File: src/inc/fll_mode_pkg.sv
// constants and types for the clock mode and filter control block
// shared by the design and the bench; no timescale in a package
package fll_mode_pkg;
  // register byte addresses on apb
  localparam logic [7:0] addr_filter_upper = 8'h00;
  localparam logic [7:0] addr_filter_lower = 8'h04;
  localparam logic [7:0] addr_trim = 8'h08;
  localparam logic [7:0] addr_control = 8'h0C;
  localparam logic [7:0] addr_status = 8'h10;
  // control register fields
  localparam int ctl_sel_lsb = 0;
  localparam int ctl_mult_lsb = 2;
  localparam int ctl_stopen_bit = 5;
  // status register fields
  localparam int st_mode_lsb = 0;
  localparam int st_stable_bit = 2;
  localparam int st_lock_bit = 3;
  localparam int st_out_en_bit = 4;
  localparam int st_div2_bit = 5;
  localparam int st_feed_bit = 6;
  localparam int st_off_bit = 7;
  // reset values
  localparam logic [11:0] filter_reset = 12'h800;
  localparam logic [7:0] trim_reset = 8'h80;
  localparam logic [1:0] sel_reset = 2'h0;
  localparam logic [2:0] mult_reset = 3'h0;
  // clock select and mode status encodings
  localparam logic [1:0] sel_self = 2'h0;
  localparam logic [1:0] sel_int = 2'h1;
  localparam logic [1:0] sel_byp = 2'h2;
  localparam logic [1:0] sel_ext = 2'h3;
  // filter latch sequence length in cycles
  localparam logic [1:0] latch_cycles = 2'h2;
  // mode status resync depth
  localparam int sync_stages = 2;
  // crystal start count, in reference clocks
  localparam int xtal_count = 4096;
  typedef enum logic [2:0] {st_self, st_int, st_byp, st_ext, st_off, st_wait} mode_type;
endpackage : fll_mode_pkg

File: src/hw/fll_clock_mode_control.sv
// mode and loop filter control for the locked-loop clock generator
// assumes apb on pclk; clock condition flags arrive synchronous to pclk
//
// Added by the designer: the register addresses and the APB slave port.
`timescale 1ns/10ps
module fll_clock_mode_control
  import fll_mode_pkg::*;
(
  // clock and reset
  input wire logic pclk,
  input wire logic presetn,
  // trim keeps its value over system reset; power-on only
  input wire logic por_n,
  // apb slave
  input wire logic psel,
  input wire logic penable,
  input wire logic pwrite,
  input wire logic [7:0] paddr,
  input wire logic [31:0] pwdata,
  output logic [31:0] prdata,
  output logic pready,
  output logic pslverr,
  // power mode
  input wire logic stop_req,
  input wire logic wake_irq,
  input wire logic background_debug,
  // loop conditions
  input wire logic err_in_unlock,
  input wire logic err_in_lock,
  input wire logic osc_running,
  input wire logic ext_ref_ok_flag,
  input wire logic clock_loss_flag,
  input wire logic crystal_used,
  input wire logic ref_tick,
  // oscillator control
  output logic [11:0] loop_filter_value,
  output logic [7:0] reference_period_trim,
  output logic [2:0] multiplier_select,
  output logic loop_closed,
  output logic use_ext_ref,
  output logic osc_enable,
  output logic gen_out_enable,
  output logic gen_out_div2,
  output logic sys_feed_enable
);
  import fll_mode_pkg::*;

  mode_type mode_q, mode_d;
  logic [11:0] filter_q;
  logic [7:0] trim_q;
  logic [1:0] sel_q;
  logic [2:0] mult_q;
  logic stopen_q;
  logic [1:0] latch_q;
  logic [1:0] stat_sync_q [sync_stages];
  logic stable_q;
  logic err_prev_q;
  logic locked_q;
  logic ever_locked_q;
  logic div2_q;
  logic [12:0] xcnt_q;
  logic xtal_done;
  logic feed_q;
  logic off_active;
  logic wr, rd;
  logic [1:0] mode_code;

  function automatic logic [1:0] code_of(input mode_type m);
    case (m)
      st_int: code_of = sel_int;
      st_byp: code_of = sel_byp;
      st_ext: code_of = sel_ext;
      default: code_of = sel_self;
    endcase
  endfunction : code_of

  assign wr = psel && penable && pwrite;
  assign rd = psel && !penable && !pwrite;
  assign pready = 1'b1;
  assign pslverr = 1'b0;
  assign mode_code = code_of(mode_q);
  assign xtal_done = !crystal_used || xcnt_q[12];

  // register writes; trim reset only at power-on
  // trim output on power-on reset too, so a system reset cannot move it
  always_ff @(posedge pclk or negedge por_n)
  begin
    if (!por_n)
    begin
      trim_q <= trim_reset;
      reference_period_trim <= trim_reset;
    end
    else
    begin
      if (wr && paddr == addr_trim)
        trim_q <= pwdata[7:0];
      reference_period_trim <= trim_q;
    end
  end

  always_ff @(posedge pclk or negedge presetn)
  begin
    if (!presetn)
    begin
      sel_q <= sel_reset;
      mult_q <= mult_reset;
      stopen_q <= 1'b0;
    end
    else if (wr && paddr == addr_control)
    begin
      sel_q <= pwdata[ctl_sel_lsb +: 2];
      mult_q <= pwdata[ctl_mult_lsb +: 3];
      stopen_q <= pwdata[ctl_stopen_bit];
    end
    else if (mode_q inside {st_ext, st_byp} && !ext_ref_ok_flag && clock_loss_flag)
      sel_q <= sel_self;
  end

  // filter: lower written into staging, upper write latches all twelve bits
  logic [7:0] lower_stage_q;
  always_ff @(posedge pclk or negedge presetn)
  begin
    if (!presetn)
    begin
      filter_q <= filter_reset;
      lower_stage_q <= filter_reset[7:0];
      latch_q <= 2'h0;
    end
    else
    begin
      if (latch_q != 2'h0)
        latch_q <= latch_q - 2'h1;
      if (wr && sel_q == sel_self && paddr == addr_filter_lower)
        lower_stage_q <= pwdata[7:0];
      if (wr && sel_q == sel_self && paddr == addr_filter_upper && latch_q == 2'h0)
      begin
        filter_q <= {pwdata[3:0], lower_stage_q};
        latch_q <= latch_cycles;
      end
    end
  end

  // stable flag: two consecutive samples within unlock window
  always_ff @(posedge pclk or negedge presetn)
  begin
    if (!presetn)
    begin
      stable_q <= 1'b0;
      err_prev_q <= 1'b0;
    end
    else if (mode_q == st_off)
    begin
      stable_q <= 1'b0;
      err_prev_q <= 1'b0;
    end
    else
    begin
      err_prev_q <= err_in_unlock;
      stable_q <= err_prev_q && err_in_unlock && osc_running;
    end
  end

  // lock tracking inside the locked modes
  always_ff @(posedge pclk or negedge presetn)
  begin
    if (!presetn)
    begin
      locked_q <= 1'b0;
      ever_locked_q <= 1'b0;
    end
    else if (!(mode_q inside {st_int, st_ext}))
    begin
      locked_q <= 1'b0;
      ever_locked_q <= 1'b0;
    end
    else if (locked_q && !err_in_unlock)
      locked_q <= 1'b0;
    else if (!locked_q && err_in_lock)
    begin
      locked_q <= 1'b1;
      ever_locked_q <= 1'b1;
    end
  end

  // crystal start count on reference ticks
  always_ff @(posedge pclk or negedge presetn)
  begin
    if (!presetn)
      xcnt_q <= 13'h0000;
    else if (!ext_ref_ok_flag || mode_q == st_off)
      xcnt_q <= 13'h0000;
    else if (ref_tick && !xcnt_q[12])
      xcnt_q <= xcnt_q + 13'h0001;
  end

  // stop handling: debug keeps all running, osc enable gates feed only
  assign off_active = stop_req && !background_debug && !stopen_q;

  always_comb
  begin
    mode_d = mode_q;
    unique case (mode_q)
      st_off:
        if (!stop_req || wake_irq)
          mode_d = (sel_q == sel_byp) ? st_byp : (sel_q[0] ? st_wait : st_self);
      st_wait:
        if (off_active)
          mode_d = st_off;
        else if (sel_q == sel_self)
          mode_d = st_self;
        else if (stable_q)
          mode_d = (sel_q == sel_int) ? st_int : st_ext;
      st_self, st_int, st_ext, st_byp:
        if (off_active)
          mode_d = st_off;
        else if (sel_q == sel_self)
          mode_d = st_self;
        else if (sel_q == sel_int)
          mode_d = st_int;
        else if (sel_q == sel_ext && mode_q != st_ext)
          mode_d = (ext_ref_ok_flag && stable_q) ? st_ext : mode_q;
        else if (sel_q == sel_byp && mode_q != st_byp && ext_ref_ok_flag)
          mode_d = st_byp;
    endcase
  end

  always_ff @(posedge pclk or negedge presetn)
  begin
    if (!presetn)
      mode_q <= st_self;
    else
      mode_q <= mode_d;
  end

  // output halving: only in external locked mode until its first lock
  always_ff @(posedge pclk or negedge presetn)
  begin
    if (!presetn)
      div2_q <= 1'b0;
    else if (mode_q == st_ext && mode_d == st_self && !locked_q)
      div2_q <= 1'b0;
    else if (mode_q == st_ext)
      div2_q <= !locked_q && !ever_locked_q;
    else
      div2_q <= 1'b0;
  end

  always_ff @(posedge pclk or negedge presetn)
  begin
    if (!presetn)
      feed_q <= 1'b1;
    else
      feed_q <= !stop_req || background_debug;
  end

  // mode status resync, as across clock domains
  always_ff @(posedge pclk or negedge presetn)
  begin
    if (!presetn)
      for (int i = 0; i < sync_stages; i++)
        stat_sync_q[i] <= sel_self;
    else
    begin
      stat_sync_q[0] <= mode_code;
      for (int i = 1; i < sync_stages; i++)
        stat_sync_q[i] <= stat_sync_q[i-1];
    end
  end

  // read mux, registered data held across the access
  always_ff @(posedge pclk or negedge presetn)
  begin
    if (!presetn)
      prdata <= 32'h00000000;
    else if (rd)
    begin
      unique case (paddr)
        addr_filter_upper: prdata <= {28'h0000000, filter_q[11:8]};
        addr_filter_lower: prdata <= {24'h000000, filter_q[7:0]};
        addr_trim: prdata <= {24'h000000, trim_q};
        addr_control: prdata <= {26'h0000000, stopen_q, mult_q, sel_q};
        addr_status: prdata <= {24'h000000, mode_q == st_off, sys_feed_enable,
          gen_out_div2, gen_out_enable, locked_q, stable_q, stat_sync_q[sync_stages-1]};
        default: prdata <= 32'h00000000;
      endcase
    end
  end

  // oscillator side outputs; divider R is outside and used alike
  always_ff @(posedge pclk or negedge presetn)
  begin
    if (!presetn)
    begin
      loop_filter_value <= filter_reset;
      multiplier_select <= mult_reset;
      loop_closed <= 1'b0;
      use_ext_ref <= 1'b0;
      osc_enable <= 1'b1;
      gen_out_enable <= 1'b1;
      gen_out_div2 <= 1'b0;
      sys_feed_enable <= 1'b1;
    end
    else
    begin
      loop_filter_value <= filter_q;
      multiplier_select <= mult_q;
      loop_closed <= mode_q inside {st_int, st_ext};
      use_ext_ref <= (mode_q == st_ext && xtal_done) || (mode_q == st_byp);
      osc_enable <= mode_q != st_off && mode_q != st_byp;
      gen_out_enable <= mode_q != st_off &&
        !(mode_q == st_byp && !(ext_ref_ok_flag && xtal_done));
      gen_out_div2 <= div2_q;
      sys_feed_enable <= feed_q && mode_q != st_off;
    end
  end

  a_filter_lock: assert property (@(posedge pclk) disable iff (!presetn)
    (sel_q != sel_self) |=> $stable(filter_q) || $past(sel_q) == sel_self)
    else $error("filter changed outside self clocked");
  a_latch_busy: assert property (@(posedge pclk) disable iff (!presetn)
    (latch_q != 2'h0) |=> $stable(filter_q))
    else $error("filter changed while latch busy");
  a_upper_write: assert property (@(posedge pclk) disable iff (!presetn)
    (wr && paddr == addr_filter_upper && sel_q == sel_self && latch_q == 2'h0)
    |=> filter_q[11:8] == $past(pwdata[3:0]) ##2 loop_filter_value == filter_q)
    else $error("upper write did not latch");
  a_stop_off: assert property (@(posedge pclk) disable iff (!presetn)
    (off_active && mode_q != st_off && mode_q != st_wait) |=> mode_q == st_off)
    else $error("stop did not enter off");
  a_debug_run: assert property (@(posedge pclk) disable iff (!presetn)
    (background_debug && mode_q != st_off) |=> mode_q != st_off)
    else $error("debug stop halted clocks");
  a_stable_off: assert property (@(posedge pclk) disable iff (!presetn)
    (mode_q == st_off) |=> !stable_q)
    else $error("stable flag set in off");
  a_wait_lock: assert property (@(posedge pclk) disable iff (!presetn)
    (mode_q == st_wait && stable_q && sel_q == sel_int && !off_active) |=> mode_q == st_int)
    else $error("no switch to locked after stable");
  a_status_sync: assert property (@(posedge pclk) disable iff (!presetn)
    ##2 stat_sync_q[sync_stages-1] == $past(mode_code, 2))
    else $error("mode status not resynced");
  a_loop_open: assert property (@(posedge pclk) disable iff (!presetn)
    (mode_q == st_self) |=> !loop_closed)
    else $error("loop closed in self clocked");
  a_fallback: assert property (@(posedge pclk) disable iff (!presetn)
    (mode_q == st_ext && !ext_ref_ok_flag && clock_loss_flag && !off_active)
    |=> ##1 mode_q == st_self)
    else $error("no fallback on lost reference");
  a_bypass_hold: assert property (@(posedge pclk) disable iff (!presetn)
    (mode_q == st_byp && !xtal_done) |=> !gen_out_enable)
    else $error("bypass output enabled before stable");
endmodule : fll_clock_mode_control

File: config.mk
export PLATFORM = sky130hd
export DESIGN_NAME = fll_clock_mode_control
export DESIGN_NICKNAME = d
export VERILOG_FILES = /design/src/inc/fll_mode_pkg.sv /design/src/hw/fll_clock_mode_control.sv
export SDC_FILE = /design/constraint.sdc
export NUM_CORES = 1
export LEC_CHECK = 0
export BUFFER_PORTS_ARGS = -buffer_cell sky130_fd_sc_hd__buf_2
export CAP_MARGIN = 0
export CORE_MARGIN = 3
export CORE_UTILIZATION = 47
export DETAILED_ROUTE_END_ITERATION = 10
export PLACE_DENSITY = 0.76
export SLEW_MARGIN = 15
export SYNTH_ARGS = -nofsm -noshare
export SYNTH_HDL_FRONTEND = slang
export SYNTH_SLANG_ARGS = --single-unit
export TNS_END_PERCENT = 10
File: constraint.sdc
create_clock -name pclk -period 1.51 [get_ports pclk]
set_input_delay 0.151 -clock pclk [delete_from_list [all_inputs] [get_ports pclk]]
set_output_delay 0.151 -clock pclk [all_outputs]
set_load 0.005 [all_outputs]
==> metrics <==
vias per std cell=5.17; Worst-Skew Late Latency=about 0.37 ns; CTS tree=built; die span in y=just over 100 um; sequential cell area=0.00249 mm^2; post-synthesis mux area share=0.116; Crit path top cell by count=buf_4; Routed Wire Length=between 8 and 9 mm; EDFF count, synth=0; Chip Width=101 um; Post-Synth XOR/XNOR Area=0.0227; Post-Synthesis Cell Area=0.00424 mm^2; top post-synthesis cells by area=dfrtp_1 54%, mux2_2 8.5%, dfstp_2 5.0%; cell area after layout=around 0.005 mm^2; # rows=34; Synth area leader=dfrtp_1; Filler cells=718; Sw Ratio=0.258; P_sw=between 1 and 1.5 mW; Post-Synth Adder-Cell Area=0.00590; leakage=~2.6 nW; max-slew violation count=0; setup bufs post-CTS=0; DRC violations left=0; Hold Vio Cnt, Final=0; Final setup viols=0; Critical Path AT=1.72 ns; simple logic cell fraction of the synthesized area=0.122; Bufs on Longest Clock Path=2; Layout Nets=between 500 and 600; pre-CTS WS=-0.401 ns; gpl congestion=approximately 0.87; Placed Cells=around 540; I/O Pins=~120; hpwl dp=roughly 6.6 mm; CP Cell Sequence=buf_2 > or4_4 > buf_4 > nor4_4 > buf_4 > mux2_2; metal1 wirelength=3.96 mm; min-delay worst type=input pin to register; Port Buf Inserts=68; core area=approximately 0.009 mm^2; share of power burned in the clock network=0.354; RSZ-0062 raised after global routing=yes; First-pass DRT Iterations=4; cell count after synthesis=345; Synth Warn #=0; critical path endpoint category=register; ANT cells=0; pwr dens=985 mW/mm^2; non-filler cells, final=about 560; DR vias=about 2900; Initial Util=0.484; first-pass GRT wire length=14.2 mm; final setup margin=roughly 0.049 ns; startpoint class of the critical path=input pin; largest family of logic cells by synthesized area=simple AND/OR/NAND/NOR gates; H-Tree Level Count=3; vias in the first global route=2854; remaining global-route overflow=0; P&R area growth vs syn=20.2%; sequential share of power=0.551; #FFs+latches synth=around 100; Max FO, Critical Path=5; MaxCap Viol Count=0; Max Used Layer=met4; crit share post-route=0.968; cts bufs inserted=9; WL per Instance=roughly 16 um; complex-gate fraction of the synthesized area=0.0764; initial antenna violation count=0; Layout Skew=around 0.0084 ns; slowest CP cell=or4_4; f_max=~700 MHz; Final Critical Period=between 1 and 1.5 ns; fraction of registers with async set/reset=1.00; DP Area=about 0.0048 mm^2; syn avg cell area=around 12 um^2; largest stage delay on the critical path=approximately 0.55 ns; Combinational Power Share=0.095; pin count of the biggest net entering global routing=between 80 and 90; die area=approximately 0.010 mm^2; WL met3=approximately 460 um; WS Path Type=input pin to register; CP Data Required Time=about 1.8 ns; clk slew on worst S/H paths=about 0.1 ns; Multi-input gate area=approximately 0.0016 mm^2; post-synth cell types=52; Seq/Total Area, Yosys=0.587; clk root buf=clkbuf_8; end-of-flow core utilization=0.581; share of cells above drive strength 1=0.361; Iteration-0 DRC Markers=150; Main synth FF type=dfrtp_1; routed wl met2=~4.4 mm; status=complete, no violations; Yosys top cell area share=0.537; Internal=about 3.7 mW; GRT Overall Usage=0.183; DRT antenna net count=0; maximum vdd drop=approximately 0.58 mV; Clock Sinks=a little under 100
[kinds of logic after synthesis]
| logic type | count (synthesis) |
|---|---|
| xor+xnor | 11 |
| fa+ha+maj | 2 |
| other cells | 2 |
| buf+inv | 49 |
| compound gates | 48 |
| flops | 99 |
| simple gates | 90 |
| mux | 44 |
[final timing paths]
check	start	cells after the start	to	slack, ns
max	paddr[6]	6	stopen_q	0.05
min	osc_running	2	stable_q	0.03
max reg2reg	xcnt_q[3]	4	xcnt_q[11]	0.06
min reg2reg	stat_sync_q[3]	0	stat_sync_q[1]	0.35
max in group asynchronous	presetn	3	osc_enable	0.79
min in group asynchronous	por_n	2	reference_period_trim[6]	0.25
[layer usage]
layer | vias to the layer above | track usage
li1 | 1349 | -
met1 | 1456 | 0.247
met2 | 81 | 0.296
met3 | 6 | 0.0429
met4 | 0 | 0.0521
met5 | - | 0
[critical path, delay by kind of cell]
family,cells,cell delay [ns]
AND/OR/NAND/NOR,2,0.78
buffers and inverters,3,0.44
multiplexers,1,0.34
[per-stage QoR]
stage	hold WS (ns)	power (mW)	TNS (ns)
floorplan	-0.145	3.10	-6.16
global placement	0.0905	3.26	-11.30
detailed placement	0.0995	3.29	-12.30
CTS	0.00569	5.06	0
global route	0.0229	5.23	-0.112
finish	0.0256	5.02	0
[power groups by stage]
| stage | clock (mW) | sequential (mW) | combinational, mW |
|---|---|---|---|
| 3_3_place_gp | 0 | 2.81 | 0.447 |
| 5_1_grt | 1.92 | 2.77 | 0.540 |
| 6_report | 1.77 | 2.77 | 0.478 |
| 3_5_place_dp | 0 | 2.82 | 0.476 |
| 2_1_floorplan | 0 | 2.80 | 0.300 |
| 4_1_cts | 1.81 | 2.76 | 0.484 |
[cell type report]
cell class	instances	share of cell area
clock buffers	9	0.0243
clock inverters	7	0.0165
inverters	14	0.0103
multi-input cells	221	0.311
flip-flops and latches	99	0.488
well taps	108	0.0265
repair buffers	101	0.123
[sequential cells by signal (all words and copies together), names as in the netlist, 4 cells and up]
signal and count:
xcnt_q 13, filter_q 12, loop_filter_value 12, lower_stage_q 8, prdata 8, reference_period_trim 8
trim_q 8, stat_sync_q 4
[Yosys cell counts, drive strengths merged (2+ instances only)]
master,number
nor3,4
a22o,4
o2bb2ai,3
nand3,2
nand2b,8
or3,2
ha,2
clkbuf,7
nor2,23
nor3b,2
conb,2
a31oi,3
nand4b,4
o21ai,18
mux2,32
dfstp,8
inv,14
mux2i,11
or4,2
buf,28
nand2,18
nor4,4
xnor2,8
dfrtp,91
nand4,4
o22ai,2
a21oi,4
a22oi,4
xor2,3
nor2b,13
[cells in the final DEF, fill, tap and decap left out, drive strengths merged, types with 2 or more instances in the layout]
cell type    Yosys  final
nand4            4      4
clkbuf           7      9
nand2b           8      8
nor2b           13     13
a21oi            4      4
o21ai           18     18
nand4b           4      4
buf             28     97
ha               2      2
nand2           18     18
nor2            23     23
dfrtp           91     91
a22o             4      4
conb             2     26
nand3            2      2
nor3             4      4
o22ai            2      2
or4              2      2
nor4             4      4
o2bb2ai          3      3
mux2i           11     11
clkinv           0      2
xnor2            8      8
or3              2      2
dfstp            8      8
a22oi            4      4
a31oi            3      3
nor3b            2      2
inv             14     17
xor2             3      3
mux2            32     32
dlygate4sd3      0      4
[repair_timing]
item                       CTS  global route
resized for setup            0             2
setup endpoints to repair    1             5
hold buffers                 4             0
pin swaps                    1             0
hold endpoints to repair    94             0
Power figures use the tool's default switching activity.
